<file path="config.mk">
export PLATFORM = sky130hd
export DESIGN_NAME = abrp_ctrl
export DESIGN_NICKNAME = d
export VERILOG_FILES = /design/src/verilog/abrp_pkg.sv /design/src/verilog/abrp_rd_capture.sv /design/src/verilog/abrp_ctrl.sv
export SDC_FILE = /design/constraint.sdc
export NUM_CORES = 1
export LEC_CHECK = 0
export BUFFER_PORTS_ARGS = -buffer_cell sky130_fd_sc_hd__clkbuf_2
export CAP_MARGIN = 20
export CORE_AREA = 2 2 173 175
export DETAILED_ROUTE_END_ITERATION = 16
export DIE_AREA = 0 0 175 177
export PLACE_DENSITY = 0.63
export SLEW_MARGIN = 15
export SYNTH_ARGS = -nofsm -noshare
export SYNTH_HDL_FRONTEND = slang
export SYNTH_SLANG_ARGS = --single-unit
</file>
<file path="constraint.sdc">
create_clock -name clk -period 6 [get_ports clk]
set_clock_uncertainty 0.2 [all_clocks]
set_input_delay 0.3 -clock clk [delete_from_list [all_inputs] [get_ports clk]]
set_output_delay 0.3 -clock clk [all_outputs]
set_load 0.05 [all_outputs]
</file>
<file path="src/verilog/abrp_pkg.sv">
// Shared constants, types and helpers for the block RAM read port controller.
package abrp_pkg;

    // ------------------------------------------------------------------
    // Configuration defaults
    // ------------------------------------------------------------------
    localparam int DATA_W = 32;
    localparam int ID_W = 4;
    localparam int ADDR_W = 32;
    localparam int ECC = 1;
    localparam int SINGLE_PORT = 0;
    localparam logic [31:0] WIN_BASE = 32'h0000_0000;
    localparam logic [31:0] WIN_HIGH = 32'h0000_0fff;
    localparam int CHK_W = 8;
    localparam int APB_AW = 12;
    localparam int ERRCNT_W = 8;

    // ------------------------------------------------------------------
    // Control register map and fields
    // ------------------------------------------------------------------
    localparam logic [11:0] OFS_STATUS = 12'h000;
    localparam logic [11:0] OFS_ONOFF = 12'h008;
    localparam logic [11:0] OFS_ERRCNT = 12'h010;
    localparam int STATUS_ERR_BIT = 0;
    localparam int ONOFF_BIT = 0;
    localparam logic ONOFF_RST = 1'b1;
    localparam logic [1:0] RESP_OKAY = 2'b00;
    localparam logic [1:0] RESP_SLVERR = 2'b10;

    // ------------------------------------------------------------------
    // Sequencer states, Gray coded along the read path except ST_RD_BEAT to ST_RD_REQ
    // ------------------------------------------------------------------
    typedef enum logic [2:0] {
        ST_IDLE = 3'h0,
        ST_RD_REQ = 3'h1,
        ST_RD_WAIT = 3'h3,
        ST_RD_BEAT = 3'h2,
        ST_RMW_RD = 3'h4,
        ST_RMW_WAIT = 3'h5,
        ST_WR_DO = 3'h7
    } abrp_state_t;

    // Check byte is the XOR of all data bytes; detects, does not correct.
    function automatic logic [7:0] abrp_check(input logic [1023:0] d,
                                              input int nb);
        logic [7:0] c;
        c = 8'h00;
        for (int i = 0; i < 128; i++) begin
            if (i < nb) begin
                c = c ^ d[i*8 +: 8];
            end
        end
        return c;
    endfunction

endpackage

</file>
<file path="src/verilog/abrp_rd_capture.sv">
// Read data capture stage with check byte test and registered response.
module abrp_rd_capture import abrp_pkg::*; #(
    parameter int DW = DATA_W,
    parameter int MW = DATA_W + CHK_W
) (
    input wire logic clk,
    input wire logic rst,
    input wire logic capture,
    input wire logic check_on,
    input wire logic [MW-1:0] raw,
    output logic [DW-1:0] data_q,
    output logic [1:0] resp_q
);

    logic [7:0] stored_chk;
    logic [7:0] calc_chk;

    // Stored byte sits above the data; reads as zero when no check bits.
    assign stored_chk = 8'(raw >> DW);
    assign calc_chk = abrp_check(1024'(raw[DW-1:0]), DW / 8);

    // Capture on the cycle the memory output is valid, hold until next.
    always_ff @(posedge clk) begin
        if (rst) begin
            data_q <= '0;
            resp_q <= RESP_OKAY;
        end else if (capture) begin
            data_q <= raw[DW-1:0];
            // Mismatch is the only error source, so SLVERR or OKAY only.
            if (check_on && (stored_chk != calc_chk)) begin
                resp_q <= RESP_SLVERR;
            end else begin
                resp_q <= RESP_OKAY;
            end
        end
    end

endmodule // abrp_rd_capture

</file>
<file path="src/verilog/abrp_ctrl.sv">
// Block RAM controller: read address/data channels, write request, APB.
module abrp_ctrl import abrp_pkg::*; #(
    parameter int DW = DATA_W,
    parameter int IW = ID_W,
    parameter int AW = ADDR_W,
    parameter int ECC_EN = ECC,
    parameter int SINGLE = SINGLE_PORT,
    parameter logic [31:0] window_base_address = WIN_BASE,
    parameter logic [31:0] window_high_address = WIN_HIGH,
    parameter int MW = DW + CHK_W * ECC_EN,
    parameter int SW = DW / 8,
    parameter int WEW = SW + ECC_EN,
    parameter int BAW = $clog2(window_high_address - window_base_address
                               + 32'h1) - $clog2(SW)
) (
    input wire logic clk,
    input wire logic rst,
    input wire logic [IW-1:0] s_axi_arid,
    input wire logic [AW-1:0] s_axi_araddr,
    input wire logic [7:0] s_axi_arlen,
    input wire logic [3:0] s_axi_arprot,
    input wire logic s_axi_arvalid,
    output logic s_axi_arready,
    output logic [IW-1:0] s_axi_rid,
    output logic [DW-1:0] s_axi_rdata,
    output logic [1:0] s_axi_rresp,
    output logic s_axi_rlast,
    output logic s_axi_rvalid,
    input wire logic s_axi_rready,
    input wire logic wr_valid,
    output logic wr_ready,
    input wire logic [AW-1:0] wr_addr,
    input wire logic [DW-1:0] wr_data,
    input wire logic [SW-1:0] wr_strb,
    input wire logic [APB_AW-1:0] paddr,
    input wire logic psel,
    input wire logic penable,
    input wire logic pwrite,
    input wire logic [31:0] pwdata,
    output logic [31:0] prdata,
    output logic pready,
    output logic pslverr,
    output logic bram_rst_a,
    output logic bram_clk_a,
    output logic bram_en_a,
    output logic [WEW-1:0] bram_we_a,
    output logic [BAW-1:0] bram_addr_a,
    output logic [MW-1:0] bram_wrdata_a,
    input wire logic [MW-1:0] bram_rddata_a,
    output logic bram_rst_b,
    output logic bram_clk_b,
    output logic bram_en_b,
    output logic [WEW-1:0] bram_we_b,
    output logic [BAW-1:0] bram_addr_b,
    output logic [MW-1:0] bram_wrdata_b,
    input wire logic [MW-1:0] bram_rddata_b
);

    localparam int BYTE_SH = $clog2(SW);

    // ------------------------------------------------------------------
    // Declarations
    // ------------------------------------------------------------------
    abrp_state_t state, next_state;
    logic grant_rd, next_grant;
    logic [7:0] burst_left, next_left;
    logic [BAW-1:0] rd_addr, next_rd_addr;
    logic [BAW-1:0] waddr, next_waddr;
    logic [DW-1:0] wdata, next_wdata;
    logic [SW-1:0] wstrb, next_wstrb;
    logic ar_take, wr_take, beat_done;
    logic ecc_on, err_flag, err_event;
    logic [ERRCNT_W-1:0] err_cnt;
    logic apb_wr, apb_setup;
    logic [MW-1:0] rd_raw;

    // Only ever one requester is offered ready, so a cycle in which both
    // are valid cannot complete two handshakes at once.
    assign ar_take = (state == ST_IDLE) && s_axi_arready && s_axi_arvalid;
    assign wr_take = (state == ST_IDLE) && wr_ready && wr_valid;
    assign beat_done = s_axi_rvalid && s_axi_rready;
    assign apb_setup = psel && !penable;
    assign apb_wr = psel && penable && pready && pwrite;

    // ------------------------------------------------------------------
    // Register decode helpers
    // ------------------------------------------------------------------
    function automatic logic reg_mapped(input logic [APB_AW-1:0] a);
        return (a == OFS_STATUS) || (a == OFS_ONOFF) || (a == OFS_ERRCNT);
    endfunction

    function automatic logic [31:0] reg_value(input logic [APB_AW-1:0] a,
                                              input logic e,
                                              input logic on,
                                              input logic [7:0] cnt);
        logic [31:0] v;
        v = 32'h0000_0000;
        if (a == OFS_STATUS) begin
            v[STATUS_ERR_BIT] = e;
        end else if (a == OFS_ONOFF) begin
            v[ONOFF_BIT] = on;
        end else if (a == OFS_ERRCNT) begin
            v[7:0] = cnt;
        end
        return v;
    endfunction

    // ------------------------------------------------------------------
    // Sequencer
    // ------------------------------------------------------------------
    // One request at a time; reads and writes share the sequencer so a
    // single-port memory never sees two accesses in one cycle.
    always_comb begin
        next_state = state;
        unique case (state)
            ST_IDLE: begin
                if (ar_take) begin
                    next_state = ST_RD_REQ;
                end else if (wr_take) begin
                    if (ECC_EN != 0 && !(&wr_strb)) begin
                        next_state = ST_RMW_RD;
                    end else begin
                        next_state = ST_WR_DO;
                    end
                end
            end
            ST_RD_REQ: next_state = ST_RD_WAIT;
            ST_RD_WAIT: next_state = ST_RD_BEAT;
            ST_RD_BEAT: begin
                if (beat_done) begin
                    next_state = (burst_left == 8'h00) ? ST_IDLE : ST_RD_REQ;
                end
            end
            ST_RMW_RD: next_state = ST_RMW_WAIT;
            ST_RMW_WAIT: next_state = ST_WR_DO;
            ST_WR_DO: next_state = ST_IDLE;
            default: next_state = ST_IDLE;
        endcase
    end

    always_ff @(posedge clk) begin
        if (rst) begin
            state <= ST_IDLE;
        end else begin
            state <= next_state;
        end
    end

    // ------------------------------------------------------------------
    // Next values for the address, burst and write buffer
    // ------------------------------------------------------------------
    // Burst addresses step one word per beat; only the start is given.
    always_comb begin
        next_grant = (state == ST_IDLE) ? !grant_rd : grant_rd;
        next_left = burst_left;
        next_rd_addr = rd_addr;
        if (ar_take) begin
            next_left = s_axi_arlen;
            next_rd_addr = BAW'((s_axi_araddr - AW'(window_base_address))
                                >> BYTE_SH);
        end else if (beat_done && burst_left != 8'h00) begin
            next_left = burst_left - 8'h01;
            next_rd_addr = rd_addr + BAW'(1);
        end
    end

    // Partial write with checking merges new bytes over the old word.
    always_comb begin
        next_waddr = waddr;
        next_wstrb = wstrb;
        next_wdata = wdata;
        if (wr_take) begin
            next_waddr = BAW'((wr_addr - AW'(window_base_address)) >> BYTE_SH);
            next_wstrb = wr_strb;
            next_wdata = wr_data;
        end else if (state == ST_RMW_WAIT) begin
            for (int i = 0; i < SW; i++) begin
                next_wdata[i*8 +: 8] = wstrb[i] ? wdata[i*8 +: 8]
                                                : bram_rddata_a[i*8 +: 8];
            end
        end
    end

    always_ff @(posedge clk) begin
        if (rst) begin
            grant_rd <= 1'b1;
            burst_left <= 8'h00;
            rd_addr <= '0;
            waddr <= '0;
            wstrb <= '0;
            wdata <= '0;
        end else begin
            grant_rd <= next_grant;
            burst_left <= next_left;
            rd_addr <= next_rd_addr;
            waddr <= next_waddr;
            wstrb <= next_wstrb;
            wdata <= next_wdata;
        end
    end

    // ------------------------------------------------------------------
    // Request handshakes
    // ------------------------------------------------------------------
    // Readies are registered: high only in idle, alternating between the
    // two requesters so neither can starve the other.
    always_ff @(posedge clk) begin
        if (rst) begin
            s_axi_arready <= 1'b0;
            wr_ready <= 1'b0;
        end else begin
            s_axi_arready <= (next_state == ST_IDLE) && next_grant;
            wr_ready <= (next_state == ST_IDLE) && !next_grant;
        end
    end

    // The identifier is latched with the request and held for the burst;
    // the protection attribute is never looked at.
    always_ff @(posedge clk) begin
        if (rst) begin
            s_axi_rid <= '0;
        end else if (ar_take) begin
            s_axi_rid <= s_axi_arid;
        end
    end

    // ------------------------------------------------------------------
    // Read data channel
    // ------------------------------------------------------------------
    always_ff @(posedge clk) begin
        if (rst) begin
            s_axi_rvalid <= 1'b0;
            s_axi_rlast <= 1'b0;
        end else begin
            s_axi_rvalid <= (next_state == ST_RD_BEAT);
            s_axi_rlast <= (next_state == ST_RD_BEAT)
                           && (next_left == 8'h00);
        end
    end

    // Read data come from port A in single-port mode, else port B.
    assign rd_raw = (SINGLE != 0) ? bram_rddata_a : bram_rddata_b;

    abrp_rd_capture #(
        .DW(DW),
        .MW(MW)
    ) u_capture (
        .clk(clk),
        .rst(rst),
        .capture(state == ST_RD_WAIT),
        .check_on((ECC_EN != 0) && ecc_on),
        .raw(rd_raw),
        .data_q(s_axi_rdata),
        .resp_q(s_axi_rresp)
    );

    // ------------------------------------------------------------------
    // Memory ports
    // ------------------------------------------------------------------
    // Clocks are forwarded directly; a flop here would add a phase shift.
    assign bram_clk_a = clk;
    assign bram_clk_b = clk;
    assign bram_we_b = '0;
    assign bram_wrdata_b = '0;

    always_ff @(posedge clk) begin
        if (rst) begin
            bram_rst_a <= 1'b1;
            bram_rst_b <= 1'b1;
        end else begin
            bram_rst_a <= 1'b0;
            bram_rst_b <= 1'b0;
        end
    end

    // Port A: writes, read-modify-write fetches and single-port reads.
    always_ff @(posedge clk) begin
        if (rst) begin
            bram_en_a <= 1'b0;
            bram_we_a <= '0;
            bram_addr_a <= '0;
            bram_wrdata_a <= '0;
        end else begin
            bram_en_a <= (next_state == ST_RMW_RD) || (next_state == ST_WR_DO)
                         || (SINGLE != 0 && next_state == ST_RD_REQ);
            if (next_state == ST_RD_REQ) begin
                bram_addr_a <= next_rd_addr;
            end else begin
                bram_addr_a <= next_waddr;
            end
            if (next_state == ST_WR_DO) begin
                // Checked writes are always whole words so the byte stays
                // consistent; the old bytes came in by the fetch.
                bram_we_a <= (ECC_EN != 0) ? {WEW{1'b1}}
                                           : WEW'(next_wstrb);
                bram_wrdata_a <= MW'({abrp_check(1024'(next_wdata), SW),
                                      next_wdata});
            end else begin
                bram_we_a <= '0;
                bram_wrdata_a <= '0;
            end
        end
    end

    // Port B: read-only, active only in dual-port mode.
    always_ff @(posedge clk) begin
        if (rst) begin
            bram_en_b <= 1'b0;
            bram_addr_b <= '0;
        end else begin
            bram_en_b <= (SINGLE == 0) && (next_state == ST_RD_REQ);
            bram_addr_b <= (SINGLE == 0) ? next_rd_addr : '0;
        end
    end

    // ------------------------------------------------------------------
    // Error status and count
    // ------------------------------------------------------------------
    assign err_event = beat_done && (s_axi_rresp == RESP_SLVERR);

    // Set wins over a write-one clear in the same cycle.
    always_ff @(posedge clk) begin
        if (rst) begin
            err_flag <= 1'b0;
        end else if (err_event) begin
            err_flag <= 1'b1;
        end else if (apb_wr && ECC_EN != 0 && paddr == OFS_STATUS
                     && pwdata[STATUS_ERR_BIT]) begin
            err_flag <= 1'b0;
        end
    end

    // Counter saturates rather than wrap; software may preset it.
    always_ff @(posedge clk) begin
        if (rst) begin
            err_cnt <= '0;
        end else if (apb_wr && ECC_EN != 0 && paddr == OFS_ERRCNT) begin
            err_cnt <= pwdata[ERRCNT_W-1:0];
        end else if (err_event && err_cnt != {ERRCNT_W{1'b1}}) begin
            err_cnt <= err_cnt + ERRCNT_W'(1);
        end
    end

    // Checking switch steers the capture stage.
    always_ff @(posedge clk) begin
        if (rst) begin
            ecc_on <= ONOFF_RST;
        end else if (apb_wr && ECC_EN != 0 && paddr == OFS_ONOFF) begin
            ecc_on <= pwdata[ONOFF_BIT];
        end
    end

    // ------------------------------------------------------------------
    // APB slave
    // ------------------------------------------------------------------
    // Answer in the first access cycle. With checking absent the port is
    // inert: reads give zero and every access is refused.
    always_ff @(posedge clk) begin
        if (rst) begin
            pready <= 1'b0;
            prdata <= 32'h0000_0000;
            pslverr <= 1'b0;
        end else begin
            pready <= apb_setup;
            if (apb_setup) begin
                pslverr <= (ECC_EN == 0) || !reg_mapped(paddr);
                if (ECC_EN != 0 && !pwrite) begin
                    prdata <= reg_value(paddr, err_flag, ecc_on,
                                        8'(err_cnt));
                end else begin
                    prdata <= 32'h0000_0000;
                end
            end else begin
                pslverr <= 1'b0;
            end
        end
    end

endmodule // abrp_ctrl

</file>
Word-level counts from Yosys, hierarchy flattened
Cells that the tools add are included.
Word-level totals
  bits in registers: 212
  input port bits: 248
  logic and storage cells: 127
Cells by class
  add/subtract/negate cells: 3
  equal/unequal tests: 14
  muxes and demuxes: 38
  bitwise gates (word level): 8
  reductions and logical operators: 38
Operators by type and width (count)
  $mux W8: 16
  $mux W32: 2
  $xor A8 B8 Y8: 6
  $mux W10: 4
  $logic_and A1 B1 Y1: 20
  $pmux W3 S6: 1
  $logic_not A8 Y1: 2
  $mux W7: 2
  $eq A12 B4 Y1 const B: 1
  $eq A12 B5 Y1 const B: 1
  $eq A3 B3 Y1 const B: 4
  $logic_not A12 Y1: 1
  $add A10 B1 Y10 const B: 1
  $eq A3 B2 Y1 const B: 3
  $mux W3: 3
  $add A8 B1 Y8 const B: 1
  $ne A8 B8 Y1: 1
  $ne A8 B8 Y1 const B: 1
  $reduce_bool A8 Y1: 1
  $sub A8 B1 Y8 const B: 1
  $mux W1: 7
  $eq A3 B1 Y1 const B: 2
  $logic_not A3 Y1: 2
  $mux W5: 1
  other kinds (8): 17

Logic depth before layout (Yosys ltp)
  depth in word-level cells: 16
  mapped depth: 9

Modules after synthesis
Synthesis repeated with hierarchy kept, for this count alone.
Unflattened totals
  cell total of the unflattened synthesis: 850
  area total of the unflattened synthesis: 8381.8 um2
Modules (own cells, without submodules)
  abrp_ctrl: instances 1, cells an instance 714, area each 6877.8 um2, seq. area each 3002.9 um2
  abrp_rd_capture: instances 1, cells an instance 136, area each 1503.9 um2, seq. area each 660.6 um2

==> metrics <==
CTS H-tree lvls 4; clk buf depth 2; synthesized area 0.00843 mm²; vias in the first global route approximately 7,100; Routed WL 24.8 mm; cts bufs inserted 17; count leader, synth dfxtp_1; post-route ant nets 0; Slew Viols, Final 0; total gr overflow 0; Top FF cell, synth dfxtp_1; Starting DRT DRC Count approximately 280; largest net degree at the start of global routing 74; sequential power share 0.361; number of synthesized flops with an enable pin 0; Post-synth ARST share 0; crit path DAT between 3 and 4 ns; Rel. slew slack 0.410; clock power share 0.317; internal power between 2000 and 2500 µW; Avg Cell Area, Syn 9.41 µm²; TritonRoute pass-1 iters 4; initial core utilization 0.288; Yosys top cell by area dfxtp_1; Tightest Pin Transition between 0.8 and 0.9 ns; Synth warnings 0; hpwl dp 17.7 mm; Max-Cap Viols 0; port buffer count 289; Worst setup SP type clock port; fillers 2,933; post-placement cell area a little under 0.01 mm²; Top Ports 440; FP Rows 63; RSZ-0062 raised after global routing no; root buf cell clkbuf_16; first-pass GRT wire length 38.0 mm; die width 175 µm; area grow syn2layout 36.9%; Area contributors post-synth dfxtp_1, buf_4, xnor2_1, nor2_1, nand2_1; NetSw 1460 µW; Fin. Hold Viols 0; Nets roughly 1,500; Critical Path Fanout Max 16; Die Y ~180 µm; Post-Syn Instances 895; Distinct cells, synth 63; Seq/Total Area, Yosys 0.435; routed vias 7,285; Crit Path Class clock port to output pin; combinational share of power 0.322; status finished, final reports clean; Setup-failing EPs final 0; Post-route DRC 0; Tightest Hold Check Type input pin to flop; GRT Resource Usage Total 0.157; CTS tree yes; Worst Path Required 5.50 ns; P per Cell Area 338 mW/mm²; layout cells sized above 1 0.317; Yosys reg bits 183; CORE AREA around 0.029 mm²; initial antenna violation count 3; WL/cell 14.9 µm; Crit. End Element output pin; routability cong. 0.816; cell area after layout 0.0115 mm²; setup TNS 0 ns; Peak supply drop 0.000139 V; Worst-path clk slew about 0.07 ns; DR vias/cell 4.37; most frequent cells after synthesis dfxtp_1, nor2_1, nand2_1; sw frac 0.374; insertion delay to the later sink of the worst-skew pair approximately 0.42 ns; top cell type's share of synthesized area 0.435; post-layout util 0.394; die area a little over 0.03 mm²; Leak 0.00491 µW
-- per-stage QoR --
step	total power [µW]	hold slack [ns]	instances	setup slack, ns
after global routing	4090	0.0410	1666	1.84
after CTS	3940	0.0122	1665	1.85
after global placement	2690	0.241	1527	2.29
final	3900	0.0241	1666	1.87
after detailed placement	2700	0.248	1527	2.29
after floorplan	2460	0.128	964	2.33
-- layer usage --
metal | global-route usage | vias up | routed length [µm]
met5 | 0 | - | 27
met4 | 0.0448 | 4 | 345
met3 | 0.0374 | 22 | 1440
met2 | 0.283 | 275 | 12500
met1 | 0.187 | 3405 | 10500
li1 | - | 3579 | -
-- power groups by stage --
stage | combinational (µW) | sequential (µW) | clock, µW
2_1_floorplan | 742 | 1650 | 71.9
3_3_place_gp | 1200 | 1430 | 63.2
3_5_place_dp | 1200 | 1430 | 63.2
4_1_cts | 1260 | 1410 | 1270
5_1_grt | 1350 | 1420 | 1320
6_report | 1260 | 1410 | 1230
-- cells by family after synthesis --
| kind of cell | share of synthesized area |
|---|---|
| multiplexers | 0.121 |
| buffers and inverters | 0.105 |
| AND/OR/NAND/NOR | 0.165 |
| adder cells (fa/ha/maj) | 0.00594 |
| other | 0.000445 |
| flip-flops | 0.435 |
| AO/OA/AOI/OAI | 0.0933 |
| XOR/XNOR | 0.0748 |
-- layout make-up --
cell class                      count  area [µm²]  share of cell area
Antenna cell                        1        2.50            0.000217
Clock buffer                       22         457              0.0396
Clock inverter                     11         145              0.0126
Inverter                           11        41.3             0.00358
Multi-Input combinational cell    647        4170               0.362
Sequential cell                   183        3660               0.318
Tap cell                          390         488              0.0423
Timing Repair Buffer              401        2560               0.222
-- worst paths after layout --
path	slack, ns	cells after the start	from	to
worst max-delay path	1.87	3	clk	bram_clk_a
worst min-delay path	0.02	3	pwrite	prdata[0]$_SDFFE_PP0P_
worst max register to register	2.95	7	state[2]$_SDFF_PP0_	bram_wrdata_a[36]$_SDFF_PP0_
worst min register to register	0.26	2	u_capture.data_q[18]$_SDFFE_PP0P_	u_capture.data_q[18]$_SDFFE_PP0P_
-- critical path, stage by stage --
cell and delay (ns):
clkbuf_16 0.20, clkbuf_16 0.19, clkbuf_2 0.23
-- flip-flops by register name, summed over array words and instances, names as in the netlist, 3 cells and up --
name and count:
bram_addr_a 10, bram_addr_b 10, bram_wrdata_a 40, burst_left 8
err_cnt 8, prdata 8, s_axi_rid 4, state 3
u_capture.data_q 32, waddr 10, wdata 32, wstrb 4
-- timing repair --
action,in CTS,in global routing
hold buffers,107,0
hold endpoints to repair,146,0
buffers inserted,0,0
resized for setup,0,0
-- cell usage in the layout (no fill, tap or decap), types with 14 or more instances in the layout --
| master | n |
|---|---|
| a21oi_1 | 67 |
| mux2_2 | 30 |
| nand2_1 | 120 |
| mux2i_4 | 17 |
| conb_1 | 70 |
| nor2_1 | 125 |
| dfxtp_1 | 183 |
| xnor2_1 | 58 |
| a211oi_1 | 14 |
| clkbuf_2 | 288 |
| mux2i_2 | 14 |
| dlygate4sd3_1 | 107 |
| clkbuf_16 | 17 |
| xor2_1 | 14 |
No activity file was read; power rests on OpenSTA's default activity.
